## config.mk

```make
export PLATFORM = sky130hd
export DESIGN_NAME = mvp_positioner
export DESIGN_NICKNAME = d
export VERILOG_FILES = /design/src/rtl/mvp_pkg.sv /design/src/rtl/mvp_div.sv /design/src/rtl/mvp_positioner.sv
export SDC_FILE = /design/constraint.sdc
export NUM_CORES = 1
export LEC_CHECK = 0
export BUFFER_PORTS_ARGS = -buffer_cell sky130_fd_sc_hd__buf_4
export CAP_MARGIN = 10
export CORE_MARGIN = 5
export CORE_UTILIZATION = 60
export CTS_BUF_LIST = sky130_fd_sc_hd__clkbuf_16
export DETAILED_ROUTE_END_ITERATION = 8
export PLACE_DENSITY = 0.78
export SETUP_SLACK_MARGIN = 0.4
export SLEW_MARGIN = 0
export SYNTH_ARGS = -nofsm -noshare
export SYNTH_HDL_FRONTEND = slang
export SYNTH_HIERARCHICAL = 1
export SYNTH_SLANG_ARGS = --single-unit
```

## constraint.sdc

```tcl
create_clock -name clk_i -period 14.73 [get_ports clk_i]
set_input_delay 2.946 -clock clk_i [delete_from_list [all_inputs] [get_ports clk_i]]
set_output_delay 2.946 -clock clk_i [all_outputs]
set_load 0.05 [all_outputs]
```

## src/rtl/mvp_pkg.sv

```systemverilog
// Shared constants, encodings and carrier types of the valve positioner
package mvp_pkg;
	// Timing: the base tick is the 0.1 s unit of travel time
	localparam int unsigned MVP_CLK_HZ          = 20_000_000;
	localparam int unsigned MVP_TICK_MS         = 100;
	localparam int unsigned MVP_TICK_CYCLES     = MVP_CLK_HZ / 1000 * MVP_TICK_MS;
	localparam int unsigned MVP_CAL_TIMEOUT_S   = 360;
	localparam logic [11:0] MVP_CAL_TIMEOUT_TKS = 12'(MVP_CAL_TIMEOUT_S * 1000 / MVP_TICK_MS);
	localparam logic [11:0] MVP_STALL_TICKS     = 12'h00a;
	localparam logic [15:0] MVP_STALL_DELTA     = 16'h0004;
	// Percent values in 0.1 % units
	localparam logic signed [11:0] MVP_PCT_FULL  = 12'sh3e8;
	localparam logic signed [11:0] MVP_PCT_OVER  = 12'sh41a;
	localparam logic signed [11:0] MVP_PCT_UNDER = -12'sh032;
	localparam logic [12:0] MVP_STEP_SCALE = 13'h03e8;
	// Setting ranges and reset values
	localparam logic [15:0] MVP_DB_MIN     = 16'h0005;
	localparam logic [15:0] MVP_DB_MAX     = 16'h03e8;
	localparam logic [15:0] MVP_DB_RST     = 16'h0064;
	localparam logic [11:0] MVP_TR_MIN     = 12'h032;
	localparam logic [11:0] MVP_TR_MAX     = 12'hbb8;
	localparam logic [11:0] MVP_TR_RST     = 12'h12c;
	localparam logic [15:0] MVP_CLOSED_RST = 16'h0000;
	localparam logic [15:0] MVP_OPEN_RST   = 16'hffff;
	localparam logic [15:0] MVP_SPAN_MIN   = 16'h0100;
	// Register byte addresses
	localparam logic [7:0] MVP_A_CTRL     = 8'h00;
	localparam logic [7:0] MVP_A_DEADBAND = 8'h04;
	localparam logic [7:0] MVP_A_TRAVEL   = 8'h08;
	localparam logic [7:0] MVP_A_CLOSED   = 8'h0c;
	localparam logic [7:0] MVP_A_OPEN     = 8'h10;
	localparam logic [7:0] MVP_A_MV       = 8'h14;
	localparam logic [7:0] MVP_A_STATUS   = 8'h18;
	localparam logic [7:0] MVP_A_POSITION = 8'h1c;
	localparam logic [7:0] MVP_A_IRQ_STAT = 8'h20;
	localparam logic [7:0] MVP_A_IRQ_MASK = 8'h24;
	localparam logic [7:0] MVP_A_RAW      = 8'h28;
	// Control register fields and interrupt bits
	localparam int unsigned MVP_CTRL_MODE_LSB = 0;
	localparam int unsigned MVP_CTRL_CAL_LSB  = 4;
	localparam int unsigned MVP_IRQ_CAL_DONE  = 0;
	localparam int unsigned MVP_IRQ_CAL_ERR   = 1;
	localparam int unsigned MVP_IRQ_FAULT     = 2;
	localparam int unsigned MVP_IRQ_W         = 3;

	typedef enum logic [1:0] {
		MVP_FEEDBACK_MODE = 2'b00,
		MVP_FB_EST_MODE   = 2'b01,
		MVP_EST_ONE_MODE  = 2'b10,
		MVP_EST_TWO_MODE  = 2'b11
	} mvp_mode_t;

	typedef enum logic [1:0] {
		MVP_CAL_OFF    = 2'b00,
		MVP_CAL_CLOSED = 2'b01,
		MVP_CAL_OPEN   = 2'b10,
		MVP_CAL_AUTO   = 2'b11
	} mvp_cal_cmd_t;

	typedef enum logic [1:0] {
		MVP_CS_IDLE  = 2'b00,
		MVP_CS_CLOSE = 2'b01,
		MVP_CS_OPEN  = 2'b10,
		MVP_CS_ERR   = 2'b11
	} mvp_cal_state_t;

	// Status register layout, bit 6 (cal_err) first
	typedef struct packed {
		logic cal_err;
		logic cal_busy;
		logic under;
		logic over;
		logic est;
		logic close;
		logic open;
	} mvp_stat_t;
endpackage

```

## src/rtl/mvp_div.sv

```systemverilog
// Serial restoring divider used for the feedback-to-percent scaling
module mvp_div import mvp_pkg::*; #(
	parameter int unsigned NUM_W = 26,
	parameter int unsigned DEN_W = 16
) (
	input  wire logic             clk_i,
	input  wire logic             rst_i,
	input  wire logic             start_i,
	input  wire logic [NUM_W-1:0] num_i,
	input  wire logic [DEN_W-1:0] den_i,
	output logic                  busy_o,
	output logic                  done_o,
	output logic [NUM_W-1:0]      quo_o
);
	logic [DEN_W:0]   rem, next_rem, shifted, trial;
	logic [NUM_W-1:0] quo, next_quo;
	logic [DEN_W-1:0] den, next_den;
	logic [5:0]       cnt, next_cnt;
	logic             done, next_done;

	// One quotient bit per cycle; a zero divisor yields all ones only when num_i fits in DEN_W bits
	always_comb begin
		next_rem  = rem;
		next_quo  = quo;
		next_den  = den;
		next_cnt  = cnt;
		next_done = 1'b0;
		shifted   = {rem[DEN_W-1:0], quo[NUM_W-1]};
		trial     = shifted - {1'b0, den};
		if (cnt != 6'h00) begin
			next_cnt = cnt - 6'h01;
			next_rem = trial[DEN_W] ? shifted : trial;
			next_quo = {quo[NUM_W-2:0], ~trial[DEN_W]};
			next_done = (cnt == 6'h01);
		end else if (start_i) begin
			next_rem = '0;
			next_quo = num_i;
			next_den = den_i;
			next_cnt = 6'(NUM_W);
		end
	end

	always_ff @(posedge clk_i) begin
		if (rst_i) begin
			rem  <= '0;
			quo  <= '0;
			den  <= '0;
			cnt  <= 6'h00;
			done <= 1'b0;
		end else begin
			rem  <= next_rem;
			quo  <= next_quo;
			den  <= next_den;
			cnt  <= next_cnt;
			done <= next_done;
		end
	end

	assign busy_o = (cnt != 6'h00);
	assign done_o = done;
	assign quo_o  = quo;
endmodule

```

## src/rtl/mvp_positioner.sv

```systemverilog
// Motorized valve positioner: open/close drive, estimation, calibration, Wishbone registers
//
// The implementer's own choices: the placing of the registers and the Wishbone interface to the registers.
module mvp_positioner import mvp_pkg::*; #(
	parameter int unsigned TICK_CYCLES = MVP_TICK_CYCLES
) (
	input  wire logic        clk_i,
	input  wire logic        rst_i,
	input  wire logic [7:0]  adr_i,
	input  wire logic [31:0] dat_i,
	input  wire logic [3:0]  sel_i,
	input  wire logic        we_i,
	input  wire logic        cyc_i,
	input  wire logic        stb_i,
	output logic [31:0]      dat_o,
	output logic             ack_o,
	input  wire logic [15:0] fb_raw_i,
	input  wire logic        fb_neg_fault_i,
	input  wire logic        fb_pos_fault_i,
	output logic             valve_open_o,
	output logic             valve_close_o,
	output logic             irq_o
);
	logic [15:0] raw_s1, raw_s2;
	logic [1:0]  flt_s1, flt_s2;
	logic [31:0] tick_cnt, next_tick_cnt;
	logic        tick;
	mvp_mode_t   mode, next_mode;
	logic [15:0] dead_band, next_dead_band, cal_closed, next_cal_closed, cal_open, next_cal_open;
	logic [11:0] travel, next_travel;
	logic signed [15:0] mv, next_mv;
	logic [MVP_IRQ_W-1:0] irq_stat, next_irq_stat, irq_mask, next_irq_mask, irq_ev;
	logic [31:0] rdata, next_rdata;
	logic        ack, next_ack, wr_stb, wr_cal;
	mvp_cal_cmd_t   wcmd;
	mvp_mode_t      wmode;
	mvp_cal_state_t cal_state, next_cal_state;
	logic [11:0] cal_cnt, next_cal_cnt, stall, next_stall, trav_meas, next_trav_meas;
	logic [15:0] snap, next_snap, tmp_closed, next_tmp_closed, diff;
	logic        cal_store, cal_done_ev, cal_err_ev;
	logic        over, under, fault, fault_q, estimating;
	logic        div_busy, div_done;
	logic [25:0] div_quo;
	logic signed [11:0] fb_pct, next_fb_pct, fb_val, ctl_pos, rep_pos;
	logic [10:0] est_pos, next_est_pos;
	logic [12:0] frac, next_frac;
	logic [11:0] start_cnt, next_start_cnt;
	logic        start_done, next_start_done, open_q, next_open, close_q, next_close;
	logic signed [16:0] err, on_th, off_th;
	mvp_stat_t   stat;

	// Pins come from outside the clock domain; two flops before use
	always_ff @(posedge clk_i) begin
		raw_s1 <= fb_raw_i;
		raw_s2 <= raw_s1;
		flt_s1 <= {fb_pos_fault_i, fb_neg_fault_i};
		flt_s2 <= flt_s1;
	end

	// 0.1 s tick divider
	always_comb begin
		tick          = (tick_cnt == 32'(TICK_CYCLES - 1));
		next_tick_cnt = tick ? 32'h0 : tick_cnt + 32'h1;
	end

	//////////////////////////////////////////////////////////////////////
	// fault substitution; both lines shorted counts as under-range
	assign under      = flt_s2[1];
	assign over       = flt_s2[0] & ~flt_s2[1];
	assign fault      = flt_s2[0] | flt_s2[1];
	assign fb_val     = under ? MVP_PCT_UNDER : (over ? MVP_PCT_OVER : fb_pct);
	// fallback mode estimates only while the feedback is abnormal
	// estimation-only modes never look at the feedback
	assign estimating = mode[1] | ((mode == MVP_FB_EST_MODE) & fault);
	// reported position follows whatever the loop is using
	assign ctl_pos    = estimating ? 12'(signed'({1'b0, est_pos})) : fb_val;
	assign rep_pos    = ctl_pos;

	// linear scaling, recomputed continuously by the serial divider
	mvp_div #(.NUM_W(26), .DEN_W(16)) u_div (
		.clk_i   (clk_i),
		.rst_i   (rst_i),
		.start_i (~div_busy),
		.num_i   (26'({10'h000, raw_s2 - cal_closed} * 26'd1000)),
		.den_i   (cal_open - cal_closed),
		.busy_o  (div_busy),
		.done_o  (div_done),
		.quo_o   (div_quo)
	);

	// Clamp at the end points so an out-of-span reading never wraps
	always_comb begin
		next_fb_pct = fb_pct;
		if (div_done) begin
			if (raw_s2 <= cal_closed || cal_open <= cal_closed)
				next_fb_pct = 12'sh000;
			else if (raw_s2 >= cal_open)
				next_fb_pct = MVP_PCT_FULL;
			else
				next_fb_pct = 12'(div_quo[10:0]);
		end
	end

	//////////////////////////////////////////////////////////////////////
	// Calibration sequencer
	assign wmode = mvp_mode_t'(dat_i[MVP_CTRL_MODE_LSB +: 2]);
	assign wcmd  = mvp_cal_cmd_t'(dat_i[MVP_CTRL_CAL_LSB +: 2]);
	assign diff  = (raw_s2 > snap) ? raw_s2 - snap : snap - raw_s2;

	// End of stroke is taken as the reading standing still for one second
	always_comb begin
		next_cal_state  = cal_state;
		next_cal_cnt    = cal_cnt;
		next_stall      = stall;
		next_snap       = snap;
		next_tmp_closed = tmp_closed;
		next_trav_meas  = trav_meas;
		cal_store       = 1'b0;
		cal_done_ev     = 1'b0;
		cal_err_ev      = 1'b0;
		if (wr_cal) begin
			// estimation-only modes leave the command at off
			if (wcmd == MVP_CAL_AUTO && !wmode[1]) begin
				next_cal_state = MVP_CS_CLOSE;
				next_cal_cnt   = 12'h000;
				next_stall     = 12'h000;
				next_snap      = raw_s2;
			end else if (wcmd == MVP_CAL_OFF) begin
				next_cal_state = MVP_CS_IDLE;
			end
		end else if (cal_state == MVP_CS_CLOSE || cal_state == MVP_CS_OPEN) begin
			// burnout or timeout aborts without storing
			if (fault || (tick && cal_cnt == MVP_CAL_TIMEOUT_TKS - 12'h001)) begin
				next_cal_state = MVP_CS_ERR;
				cal_err_ev     = 1'b1;
			end else if (tick) begin
				next_cal_cnt   = cal_cnt + 12'h001;
				next_trav_meas = trav_meas + 12'h001;
				next_snap      = raw_s2;
				next_stall     = (diff < MVP_STALL_DELTA) ? stall + 12'h001 : 12'h000;
				// close phase first, then open phase
				if (stall == MVP_STALL_TICKS - 12'h001 && diff < MVP_STALL_DELTA) begin
					if (cal_state == MVP_CS_CLOSE) begin
						next_tmp_closed = raw_s2;
						next_cal_state  = MVP_CS_OPEN;
						next_stall      = 12'h000;
						next_trav_meas  = 12'h000;
					end else if (tmp_closed > raw_s2 || raw_s2 - tmp_closed < MVP_SPAN_MIN
						|| trav_meas + 12'h001 - MVP_STALL_TICKS < MVP_TR_MIN
						|| trav_meas + 12'h001 - MVP_STALL_TICKS > MVP_TR_MAX) begin
						next_cal_state = MVP_CS_ERR;
						cal_err_ev     = 1'b1;
					end else begin
						next_cal_state = MVP_CS_IDLE;
						cal_store      = 1'b1;
						cal_done_ev    = 1'b1;
					end
				end
			end
		end
	end

	//////////////////////////////////////////////////////////////////////
	// Estimation: startup close, tracking, and travel-time integration
	always_comb begin
		next_est_pos    = est_pos;
		next_frac       = frac;
		next_start_cnt  = start_cnt;
		next_start_done = start_done;
		// first entry into mode two after reset closes for one stroke
		if (mode == MVP_EST_TWO_MODE && !start_done) begin
			if (tick)
				next_start_cnt = start_cnt + 12'h001;
			if (start_cnt >= travel) begin
				next_start_done = 1'b1;
				next_est_pos    = 11'h000;
				next_frac       = 13'h0000;
			end
		end else if (!estimating) begin
			// Track feedback so a fallback switch starts from the last good value
			next_est_pos = (fb_pct < 12'sh000) ? 11'h000 : 11'(fb_pct);
			next_frac    = 13'h0000;
		end else if (!open_q && !close_q) begin
			next_frac = 13'h0000;
		// each tick adds full scale; each travel-time worth is one step
		end else if (tick) begin
			next_frac = frac + MVP_STEP_SCALE;
		end else if (frac >= {1'b0, travel}) begin
			next_frac = frac - {1'b0, travel};
			if (open_q && est_pos < 11'(MVP_PCT_FULL))
				next_est_pos = est_pos + 11'h001;
			else if (close_q && est_pos != 11'h000)
				next_est_pos = est_pos - 11'h001;
		end
	end

	//////////////////////////////////////////////////////////////////////
	// Drive outputs
	// release point sits a quarter dead band inside the switch point
	assign err    = 17'(mv) - 17'(ctl_pos);
	assign on_th  = 17'({1'b0, dead_band[15:1]});
	assign off_th = on_th - 17'({2'b00, dead_band[15:2]});

	always_comb begin
		next_open  = 1'b0;
		next_close = 1'b0;
		if (cal_state == MVP_CS_CLOSE) begin
			next_close = 1'b1;
		end else if (cal_state == MVP_CS_OPEN) begin
			next_open = 1'b1;
		end else if (mode == MVP_EST_TWO_MODE && !start_done) begin
			next_close = 1'b1;
		end else if (estimating && mv <= 16'sh0000) begin
			next_close = 1'b1;
		end else if (estimating && mv >= 16'(MVP_PCT_FULL)) begin
			next_open = 1'b1;
		end else begin
			// drive toward the target; quiet inside the dead band
			next_open  = open_q ? (err > off_th) : (err > on_th);
			next_close = close_q ? (err < -off_th) : (err < -on_th);
		end
	end

	//////////////////////////////////////////////////////////////////////
	// Wishbone slave; unmapped reads return zero, unmapped writes are dropped
	assign wr_stb = cyc_i & stb_i & we_i & ~ack;
	assign wr_cal = wr_stb & (adr_i == MVP_A_CTRL) & sel_i[0];
	assign stat   = '{cal_err: (cal_state == MVP_CS_ERR), cal_busy: cal_state[0] ^ cal_state[1],
		under: under, over: over, est: estimating, close: close_q, open: open_q};
	assign irq_ev = {fault & ~fault_q, cal_err_ev, cal_done_ev};

	always_comb begin
		next_ack        = cyc_i & stb_i & ~ack;
		next_rdata      = rdata;
		next_mode       = mode;
		next_dead_band  = dead_band;
		next_travel     = travel;
		next_cal_closed = cal_closed;
		next_cal_open   = cal_open;
		next_mv         = mv;
		next_irq_mask   = irq_mask;
		// Set wins over a simultaneous write-one clear
		next_irq_stat   = irq_stat | irq_ev;
		if (cyc_i && stb_i && !ack && !we_i) begin
			case (adr_i)
				// command reads back as auto while the sequencer runs
				MVP_A_CTRL:     next_rdata = 32'({stat.cal_busy, stat.cal_busy, 2'b00, mode});
				MVP_A_DEADBAND: next_rdata = {16'h0000, dead_band};
				MVP_A_TRAVEL:   next_rdata = {20'h00000, travel};
				MVP_A_CLOSED:   next_rdata = {16'h0000, cal_closed};
				MVP_A_OPEN:     next_rdata = {16'h0000, cal_open};
				MVP_A_MV:       next_rdata = {16'h0000, mv};
				MVP_A_STATUS:   next_rdata = {25'h0000000, stat};
				MVP_A_POSITION: next_rdata = {{20{rep_pos[11]}}, rep_pos};
				MVP_A_IRQ_STAT: next_rdata = {29'h00000000, irq_stat};
				MVP_A_IRQ_MASK: next_rdata = {29'h00000000, irq_mask};
				MVP_A_RAW:      next_rdata = {16'h0000, raw_s2};
				default:        next_rdata = 32'h00000000;
			endcase
		end
		if (wr_stb && sel_i[1:0] == 2'b11) begin
			case (adr_i)
				// dead band clamped into its legal range
				MVP_A_DEADBAND: next_dead_band = (dat_i[15:0] < MVP_DB_MIN) ? MVP_DB_MIN
					: (dat_i[15:0] > MVP_DB_MAX) ? MVP_DB_MAX : dat_i[15:0];
				// travel time clamped into 5.0 to 300.0 s
				MVP_A_TRAVEL:   next_travel = (dat_i[15:0] < 16'(MVP_TR_MIN)) ? MVP_TR_MIN
					: (dat_i[15:0] > 16'(MVP_TR_MAX)) ? MVP_TR_MAX : dat_i[11:0];
				// raw calibration values may also be loaded directly
				MVP_A_CLOSED:   next_cal_closed = dat_i[15:0];
				MVP_A_OPEN:     next_cal_open = dat_i[15:0];
				MVP_A_MV:       next_mv = dat_i[15:0];
				default:        next_mv = mv;
			endcase
		end
		if (wr_stb && sel_i[0]) begin
			if (adr_i == MVP_A_IRQ_STAT)
				next_irq_stat = (irq_stat & ~dat_i[MVP_IRQ_W-1:0]) | irq_ev;
			if (adr_i == MVP_A_IRQ_MASK)
				next_irq_mask = dat_i[MVP_IRQ_W-1:0];
		end
		// mode write takes any of the four encodings
		if (wr_cal)
			next_mode = wmode;
		// capture the present reading; no span check applies
		if (wr_cal && wcmd == MVP_CAL_CLOSED)
			next_cal_closed = raw_s2;
		if (wr_cal && wcmd == MVP_CAL_OPEN)
			next_cal_open = raw_s2;
		// all values are stored together, only on success
		if (cal_store) begin
			next_cal_closed = tmp_closed;
			next_cal_open   = raw_s2;
			next_travel     = trav_meas + 12'h001 - MVP_STALL_TICKS;
		end
	end

	// All state registers but the input synchronizers; reset values are constants only
	always_ff @(posedge clk_i) begin
		if (rst_i) begin
			tick_cnt <= 32'h0;            ack        <= 1'b0;
			rdata    <= 32'h0;            mode       <= MVP_FEEDBACK_MODE;
			dead_band <= MVP_DB_RST;      travel     <= MVP_TR_RST;
			cal_closed <= MVP_CLOSED_RST; cal_open   <= MVP_OPEN_RST;
			mv       <= 16'h0000;         irq_stat   <= '0;
			irq_mask <= '0;               cal_state  <= MVP_CS_IDLE;
			cal_cnt  <= 12'h000;          stall      <= 12'h000;
			trav_meas <= 12'h000;         snap       <= 16'h0000;
			tmp_closed <= 16'h0000;       fb_pct     <= 12'sh000;
			est_pos  <= 11'h000;          frac       <= 13'h0000;
			start_cnt <= 12'h000;         start_done <= 1'b0;
			open_q   <= 1'b0;             close_q    <= 1'b0;
			fault_q  <= 1'b0;
		end else begin
			tick_cnt <= next_tick_cnt;        ack        <= next_ack;
			rdata    <= next_rdata;           mode       <= next_mode;
			dead_band <= next_dead_band;      travel     <= next_travel;
			cal_closed <= next_cal_closed;    cal_open   <= next_cal_open;
			mv       <= next_mv;              irq_stat   <= next_irq_stat;
			irq_mask <= next_irq_mask;        cal_state  <= next_cal_state;
			cal_cnt  <= next_cal_cnt;         stall      <= next_stall;
			trav_meas <= next_trav_meas;      snap       <= next_snap;
			tmp_closed <= next_tmp_closed;    fb_pct     <= next_fb_pct;
			est_pos  <= next_est_pos;         frac       <= next_frac;
			start_cnt <= next_start_cnt;      start_done <= next_start_done;
			open_q   <= next_open;            close_q    <= next_close;
			fault_q  <= fault;
		end
	end

	assign ack_o         = ack;
	assign dat_o         = rdata;
	assign valve_open_o  = open_q;
	assign valve_close_o = close_q;
	assign irq_o         = |(irq_stat & irq_mask);
endmodule

```

### Yosys cells after proc, flatten, opt, wreduce, memory -nomap -nowiden

Index checks and enable logic that the tools add are counted.

| word-level totals | value |
|---|---|
| logic and storage cells | 292 |
| memory bits (writable) | 0 |
| latch bits | 0 |
| bits in read-only memories | 0 |
| memories kept | 0 |
| register bits after elaboration | 372 |
| output and inout port bits | 36 |
| input port bits | 67 |

| operators by class | value |
|---|---|
| multipliers | 1 |
| multiplexer cells | 95 |
| bitwise logic cells | 24 |
| equal/unequal tests | 32 |
| magnitude comparators | 23 |
| shift-type cells | 0 |
| add/subtract/negate cells | 21 |
| reduce and logical (&&, ||, !) cells | 60 |
| div/mod/pow operators | 0 |

Operators with widths:

| cell | count |
|---|---|
| 32-bit case mux with 11 select lines | 1 |
| 16-bit 2-to-1 mux | 17 |
| 12-bit 2-to-1 mux | 22 |
| 11-bit 2-to-1 mux | 11 |
| 16-bit subtractor | 5 |
| 13-bit 2-to-1 mux | 6 |
| 12-bit by 1-bit adder with 12-bit output, second input constant | 4 |
| 17-bit by 16-bit greater-than comparator with 1-bit output | 2 |
| 17-bit less-than comparator | 2 |
| 32-bit by 1-bit adder with 32-bit output, second input constant | 1 |
| 32-bit by 21-bit equality test with 1-bit output, second input constant | 1 |
| 8-bit by 5-bit equality test with 1-bit output, second input constant | 4 |
| 16-bit greater-than comparator | 2 |
| 16-bit less-or-equal comparator | 2 |
| 16-bit by 3-bit less-than comparator with 1-bit output, second input constant | 2 |
| 26-bit 2-to-1 mux | 1 |
| 1-bit 2-to-1 mux | 25 |
| 8-bit by 6-bit equality test with 1-bit output, second input constant | 3 |
| 16-bit by 7-bit multiplier with 23-bit output, second input constant | 1 |
| 2-bit 2-to-1 mux | 9 |
| 2-bit AND reduction | 9 |
| 3-bit nonzero test | 6 |
| 15-bit negation with 17-bit output | 1 |
| 16-bit negation with 17-bit output | 1 |
| 58 further kinds | 118 |

### Logic depth before layout (Yosys ltp)

| logic depth | value |
|---|---|
| word-level depth | 15 |
| depth in mapped cells | 31 |
| mapped depth without buffers | 31 |

### Cells and area by module

Netlist, hierarchy kept.

By module, submodules not included:

| module | cells an instance | area each (sq um) | instances | seq. area each (sq um) |
|---|---|---|---|---|
| mvp_positioner | 3101 | 24623.6 | 1 | 5825.6 |
| mvp_div | 492 | 4053.9 | 1 | 1301.2 |

### Least setup slack after synthesis

No wires, ideal clock.

| timing path | value |
|---|---|
| path kind | flip-flop to flip-flop |
| from | reg raw_s2[0] |
| to | reg u_div.quo[22] (netlist: u_div/quo_o[22]) |
| cell stages (with the launch flop) | 31 |
| data required time | 14.644 ns |
| clock period less this slack | 6.468 ns |
| path slack | 8.262 ns |
| arrival | 6.383 ns |
| path buffers | 0 |
| library setup time | 0.086 ns |
| path through | dfxtp_1 inv_1 ha_1 inv_1 fa_1 a21o_1 a21oi_1 o21ai_0 a21oi_1 o21bai_1 a21oi_1 nor2b_1 o21ai_0 nor2b_1 xnor2_1 fa_1 fa_1 inv_1 fa_1 fa_1 inv_1 ha_1 nor3_1 nand4_1 a31oi_1 nor2b_1 o21ai_0 nor2b_1 xnor2_1 mux2i_1 a211oi_1 |

| on the way | value |
|---|---|
| cells in the longest elaborated chain, start to end | 3 |

Ends and longest elaborated chain:

| what | RTL line | source |
|---|---|---|
| from (decl) | mvp_positioner.sv:24 | `logic [15:0] raw_s1, raw_s2;` |
| from (signal assigned) | mvp_positioner.sv:55 | `raw_s2 <= raw_s1;` |
| 16-bit subtractor | mvp_positioner.sv:84 | `.num_i (26'({10'h000, raw_s2 - cal_closed} * 26'd1000)),` |
| 16-bit by 7-bit multiplier with 23-bit output | mvp_positioner.sv:84 |  |
| 26-bit 2-to-1 mux | mvp_div.sv:30 | `if (cnt != 6'h00) begin` |
| to (signal assigned) | mvp_div.sv:52 | `quo <= next_quo;` |
| to (decl) | mvp_div.sv:16 | `logic [NUM_W-1:0] quo, next_quo;` |

No other way between the ends.
A chain may end at the register's enable or synchronous reset.

### Final worst setup path

| timing path | value |
|---|---|
| from | reg raw_s2[1] |
| to | reg u_div.quo[22] (netlist: u_div/quo_o[22]) |

Same word-level chain as after synthesis.

==> impl_table.tex <==
\begin{tabular}{lr}
\hline
Metric & Value \\
\hline
\multicolumn{2}{l}{\textbf{Logic synthesis}} \\
Post-synth cell types & around 110 \\
Synthesized area divided by synthesized cell count & around 8 um2 \\
Most common cell in the synthesized netlist & sky130\_fd\_sc\_hd\_\_nor2\_1 \\
Leading register cell type out of synthesis & sky130\_fd\_sc\_hd\_\_dfxtp\_1 \\
Synth top area cells & sky130\_fd\_sc\_hd\_\_dfxtp\_1 (25\%), sky130\_fd\_sc\_hd\_\_ha\_1 (14\%), sky130\_fd\_sc\_hd\_\_a21oi\_1 (5.3\%) \\
Post-Synthesis Cells & between 3000 and 4000 \\
Fraction of post-synthesis cell area in the top cell type by area & between 20 and 25\% \\
Synth area leader & sky130\_fd\_sc\_hd\_\_dfxtp\_1 \\
Synth Cell Area & between 0.02 and 0.03 mm2 \\
Number of synthesized register bits & 356 \\
Register area share after synthesis & 24.9\% \\
Proportion of synthesized flip-flops having asynchronous set or reset & 0\% \\
YS warnings & 6 \\
Count of flip-flops with a built-in enable after synthesis & 0 \\
Post-synth top cells & sky130\_fd\_sc\_hd\_\_nor2\_1 (384), sky130\_fd\_sc\_hd\_\_dfxtp\_1 (356), sky130\_fd\_sc\_hd\_\_nand2\_1 (321), sky130\_fd\_sc\_hd\_\_ha\_1 (314), sky130\_fd\_sc\_hd\_\_a21oi\_1 (302) \\
\multicolumn{2}{l}{\textbf{Timing}} \\
Period utilisation layout & around half \\
Fin. Hold Viols & 0 \\
Final critical-path required period & between 7 and 8 ns \\
Normalized max-slew margin & under 10\% \\
Total negative setup slack & 0 ns \\
Fin. max-slew vios & 0 \\
Number of setup violations in the final report & 0 \\
Slew at the pin closest to its max-slew limit & about 1.4 ns \\
Timing-limited maximum frequency & roughly 130 MHz \\
Setup clock skew after layout & roughly 0.057 ns \\
Setup repair after global routing missed its margin & false \\
\multicolumn{2}{l}{\textbf{Place}} \\
Number of input and output port buffers inserted & 84 \\
Final Wtd Congestion & between 1 and 1.5 \\
HPWL after DPL & around 59000 um \\
Post-place instance area & 0.0296 mm2 \\
Placed Cells incl. Taps & $\sim$4200 \\
\multicolumn{2}{l}{\textbf{Min path}} \\
Hold Path End & raw\_s2[3] \\
Min-delay src & raw\_s1[3] \\
Worst Hold Class & reg -> reg \\
Worst hold stages & 0 \\
\multicolumn{2}{l}{\textbf{Pwr}} \\
Psw & 1.80 mW \\
Clk network pwr share & between 20\% and 30\% \\
Worst supply voltage drop on vdd & between 0.0002 and 0.00025 V \\
Relative contribution of combinational cells to total power & roughly half \\
Total power density per cell area & 143 mW/mm2 \\
Internal Dissipation & 2.62 mW \\
Leakage component of the power & around 13 nW \\
Proportion of power drawn by flip-flops and latches & around a quarter \\
Switching power share of the total & between 40\% and 50\% \\
\multicolumn{2}{l}{\textbf{Final layout}} \\
Synthesis-to-layout area growth & 8.15\% \\
Final Instance Count excl. Fillers & 4243 \\
Final std cell area, no fill & 0.0310 mm2 \\
Fraction of final layout cells with drive strength greater than 1 & 6.90\% \\
Total number of nets in the final design & roughly 4000 \\
\multicolumn{2}{l}{\textbf{CTS}} \\
TritonCTS clock tree & yes \\
Post-cts resize count & 0 \\
CTS Hold Bufs & 0 \\
TritonCTS Buffers & 42 \\
Setup bufs post-CTS & 0 \\
Maximum level of the CTS H-tree & 2 \\
Clock-pin slew reported for the worst setup and hold paths after clock tree synthesis & 0.06 ns \\
Clock latency at the later pin of the worst-skew pair & 0.62 ns \\
Clock sinks & approximately 360 \\
Clock Path Buffers & 3 \\
Clk root buf & sky130\_fd\_sc\_hd\_\_clkbuf\_16 \\
\multicolumn{2}{l}{\textbf{Setup path}} \\
Max incr delay on CP & between 0.7 and 0.8 ns \\
Cell with the largest stage delay on the worst path & sky130\_fd\_sc\_hd\_\_dfxtp\_1 \\
Critical Path End Type & flip-flop \\
Beginning of the critical path & raw\_s2[1] \\
Cell count along the critical path & 28 \\
Worst R2R Setup Slack & about 7.1 ns \\
Critical path buffer and inverter count & 2 \\
Crit-path most repeated cell & sky130\_fd\_sc\_hd\_\_o21ai\_0 \\
Reg2reg end & u\_div/quo\_o[22] \\
Worst-path fanout max & 10 \\
CP Class & reg -> reg \\
Required arrival time at the worst endpoint & 15.20 ns \\
Arrival time at the worst endpoint & 8.05 ns \\
Count of cells along the worst register-to-register path & 28 \\
Startpoint Class & flip-flop \\
Dominant delay contributor by cell family on the critical path & compound AO/OA/AOI/OAI gates \\
Startpoint of the worst-slack reg-to-reg timing path & raw\_s2[1] \\
\multicolumn{2}{l}{\textbf{Global routing}} \\
Global-route wire length before repair & between 100000 and 150000 um \\
Maximum number of pins on one net before global-route repair & 92 \\
Sum of overflow across all layers after global routing & 0 \\
Number of global-route vias before repair & around 24000 \\
Initial antenna violation count & 3 \\
Total global routing track utilization & 29.2\% \\
\multicolumn{2}{l}{\textbf{Floorplan}} \\
Cell Rows & 80 \\
Core area & between 0.04 and 0.05 mm2 \\
I/O pin total & 103 \\
Die area & $\sim$0.052 mm2 \\
Die boundary height & around 230 um \\
Die width & 229 um \\
Effective utilization at floorplan & roughly 60\% \\
\multicolumn{2}{l}{\textbf{Routing}} \\
Total Wirelength & approximately 80000 um \\
Wirelength per Cell & roughly 19 um \\
Drt first pass iters & 7 \\
First DRT Iteration DRCs & about 2900 \\
Vias per cell & 6.22 \\
Routed vias & around 26000 \\
Routed Antenna Nets & 0 \\
\# DRC & 0 \\
\multicolumn{2}{l}{\textbf{Flow run}} \\
\# Max-Cap Violations & 0 \\
\multicolumn{2}{l}{\textbf{Outcome}} \\
Outcome & complete, no violations \\
\hline
\end{tabular}
==> flip-flops by register name, indices dropped and copies added, names as in the netlist, 13 cells and up <==
register and count:
u_div/rem 16, dat_o 17, raw_s1 16, mv 16, u_div/quo_o 26, snap 16, u_div/den 16, tmp_closed 16
cal_closed 16, raw_s2 16, dead_band 16, cal_open 16, tick_cnt 32, frac 13
==> power groups by stage <==
stage	logic, mW	clock network, mW	registers (mW)
final	2.21	1.08	1.13
after detailed placement	2.18	0	1.14
after floorplan	1.80	0	1.12
after global routing	2.48	1.14	1.13
after global placement	2.14	0	1.14
after CTS	2.20	1.10	1.12
==> placed cells by master (no fill, tap or decap), types with 46 or more instances in the layout <==
cell type,count
sky130_fd_sc_hd__a211oi_1,61
sky130_fd_sc_hd__nand2_1,321
sky130_fd_sc_hd__a21oi_1,302
sky130_fd_sc_hd__xnor2_1,114
sky130_fd_sc_hd__xor2_1,80
sky130_fd_sc_hd__nand4_1,55
sky130_fd_sc_hd__mux2i_1,100
sky130_fd_sc_hd__ha_1,314
sky130_fd_sc_hd__fa_1,58
sky130_fd_sc_hd__a22oi_1,46
sky130_fd_sc_hd__a21o_1,47
sky130_fd_sc_hd__nand3_1,94
sky130_fd_sc_hd__inv_1,293
sky130_fd_sc_hd__nor2_1,384
sky130_fd_sc_hd__nor3_1,87
sky130_fd_sc_hd__o21ai_0,123
sky130_fd_sc_hd__dfxtp_1,356
sky130_fd_sc_hd__buf_4,107
==> through the flow <==
step / util (%) / power (mW) / hold WS [ns] / worst slack, ns
after CTS: 65.2 / 4.43 / 0.293 / 7.24
after global routing: 65.2 / 4.75 / 0.301 / 6.59
after detailed placement: 62.2 / 3.32 / 0.313 / 7.32
final: 65.2 / 4.42 / 0.292 / 7.15
after floorplan: - / 2.92 / 0.310 / 8.26
after global placement: 62.2 / 3.28 / 0.310 / 7.39
==> how the worst max path moves through the flow <==
| stage | endpoint | slack (ns) |
|---|---|---|
| 6_report | u_div/quo_o[22] | 7.15 |
| 5_1_grt | u_div/quo_o[25] | 6.59 |
| 4_1_cts | u_div/quo_o[22] | 7.24 |
| 3_5_place_dp | u_div/quo_o[22] | 7.32 |
| 3_3_place_gp | u_div/quo_o[22] | 7.39 |
| 2_1_floorplan | u_div/quo_o[22] | 8.26 |
==> kinds of logic (layout without fill, tap and decap cells) <==
| logic type | Yosys count | after routing | synth area share, % |
|---|---|---|---|
| compound gates | 878 | 878 | 20.1 |
| xor+xnor | 194 | 194 | 5.92 |
| fa+ha+maj | 375 | 375 | 17.9 |
| buf+inv | 445 | 475 | 6.38 |
| flops | 356 | 356 | 24.9 |
| mux | 109 | 109 | 3.92 |
| other cells | 1 | 6 | 0.0131 |
| simple gates | 1235 | 1235 | 20.9 |
==> cell type report <==
class,instances,area [um2]
diodes,3,7.51
clock buffers,42,1050
clock inverters,36,378
fillers,4057,16500
inverters,288,1080
multi-input cells,2794,19800
flip-flops and latches,356,7130
well taps,615,769
repair buffers,109,830
==> layer usage <==
| layer | global-route usage (%) | share of wire [%] | up-vias | wire (um) |
|---|---|---|---|---|
| met5 | 0 | 0.054 | - | 43 |
| li1 | - | - | 12773 | - |
| met2 | 45.2 | 43 | 1153 | 34700 |
| met1 | 39.4 | 42 | 12208 | 33700 |
| met4 | 11.7 | 4.5 | 4 | 3570 |
| met3 | 6.86 | 9.7 | 259 | 7740 |
(Power assumes the default switching activity.)
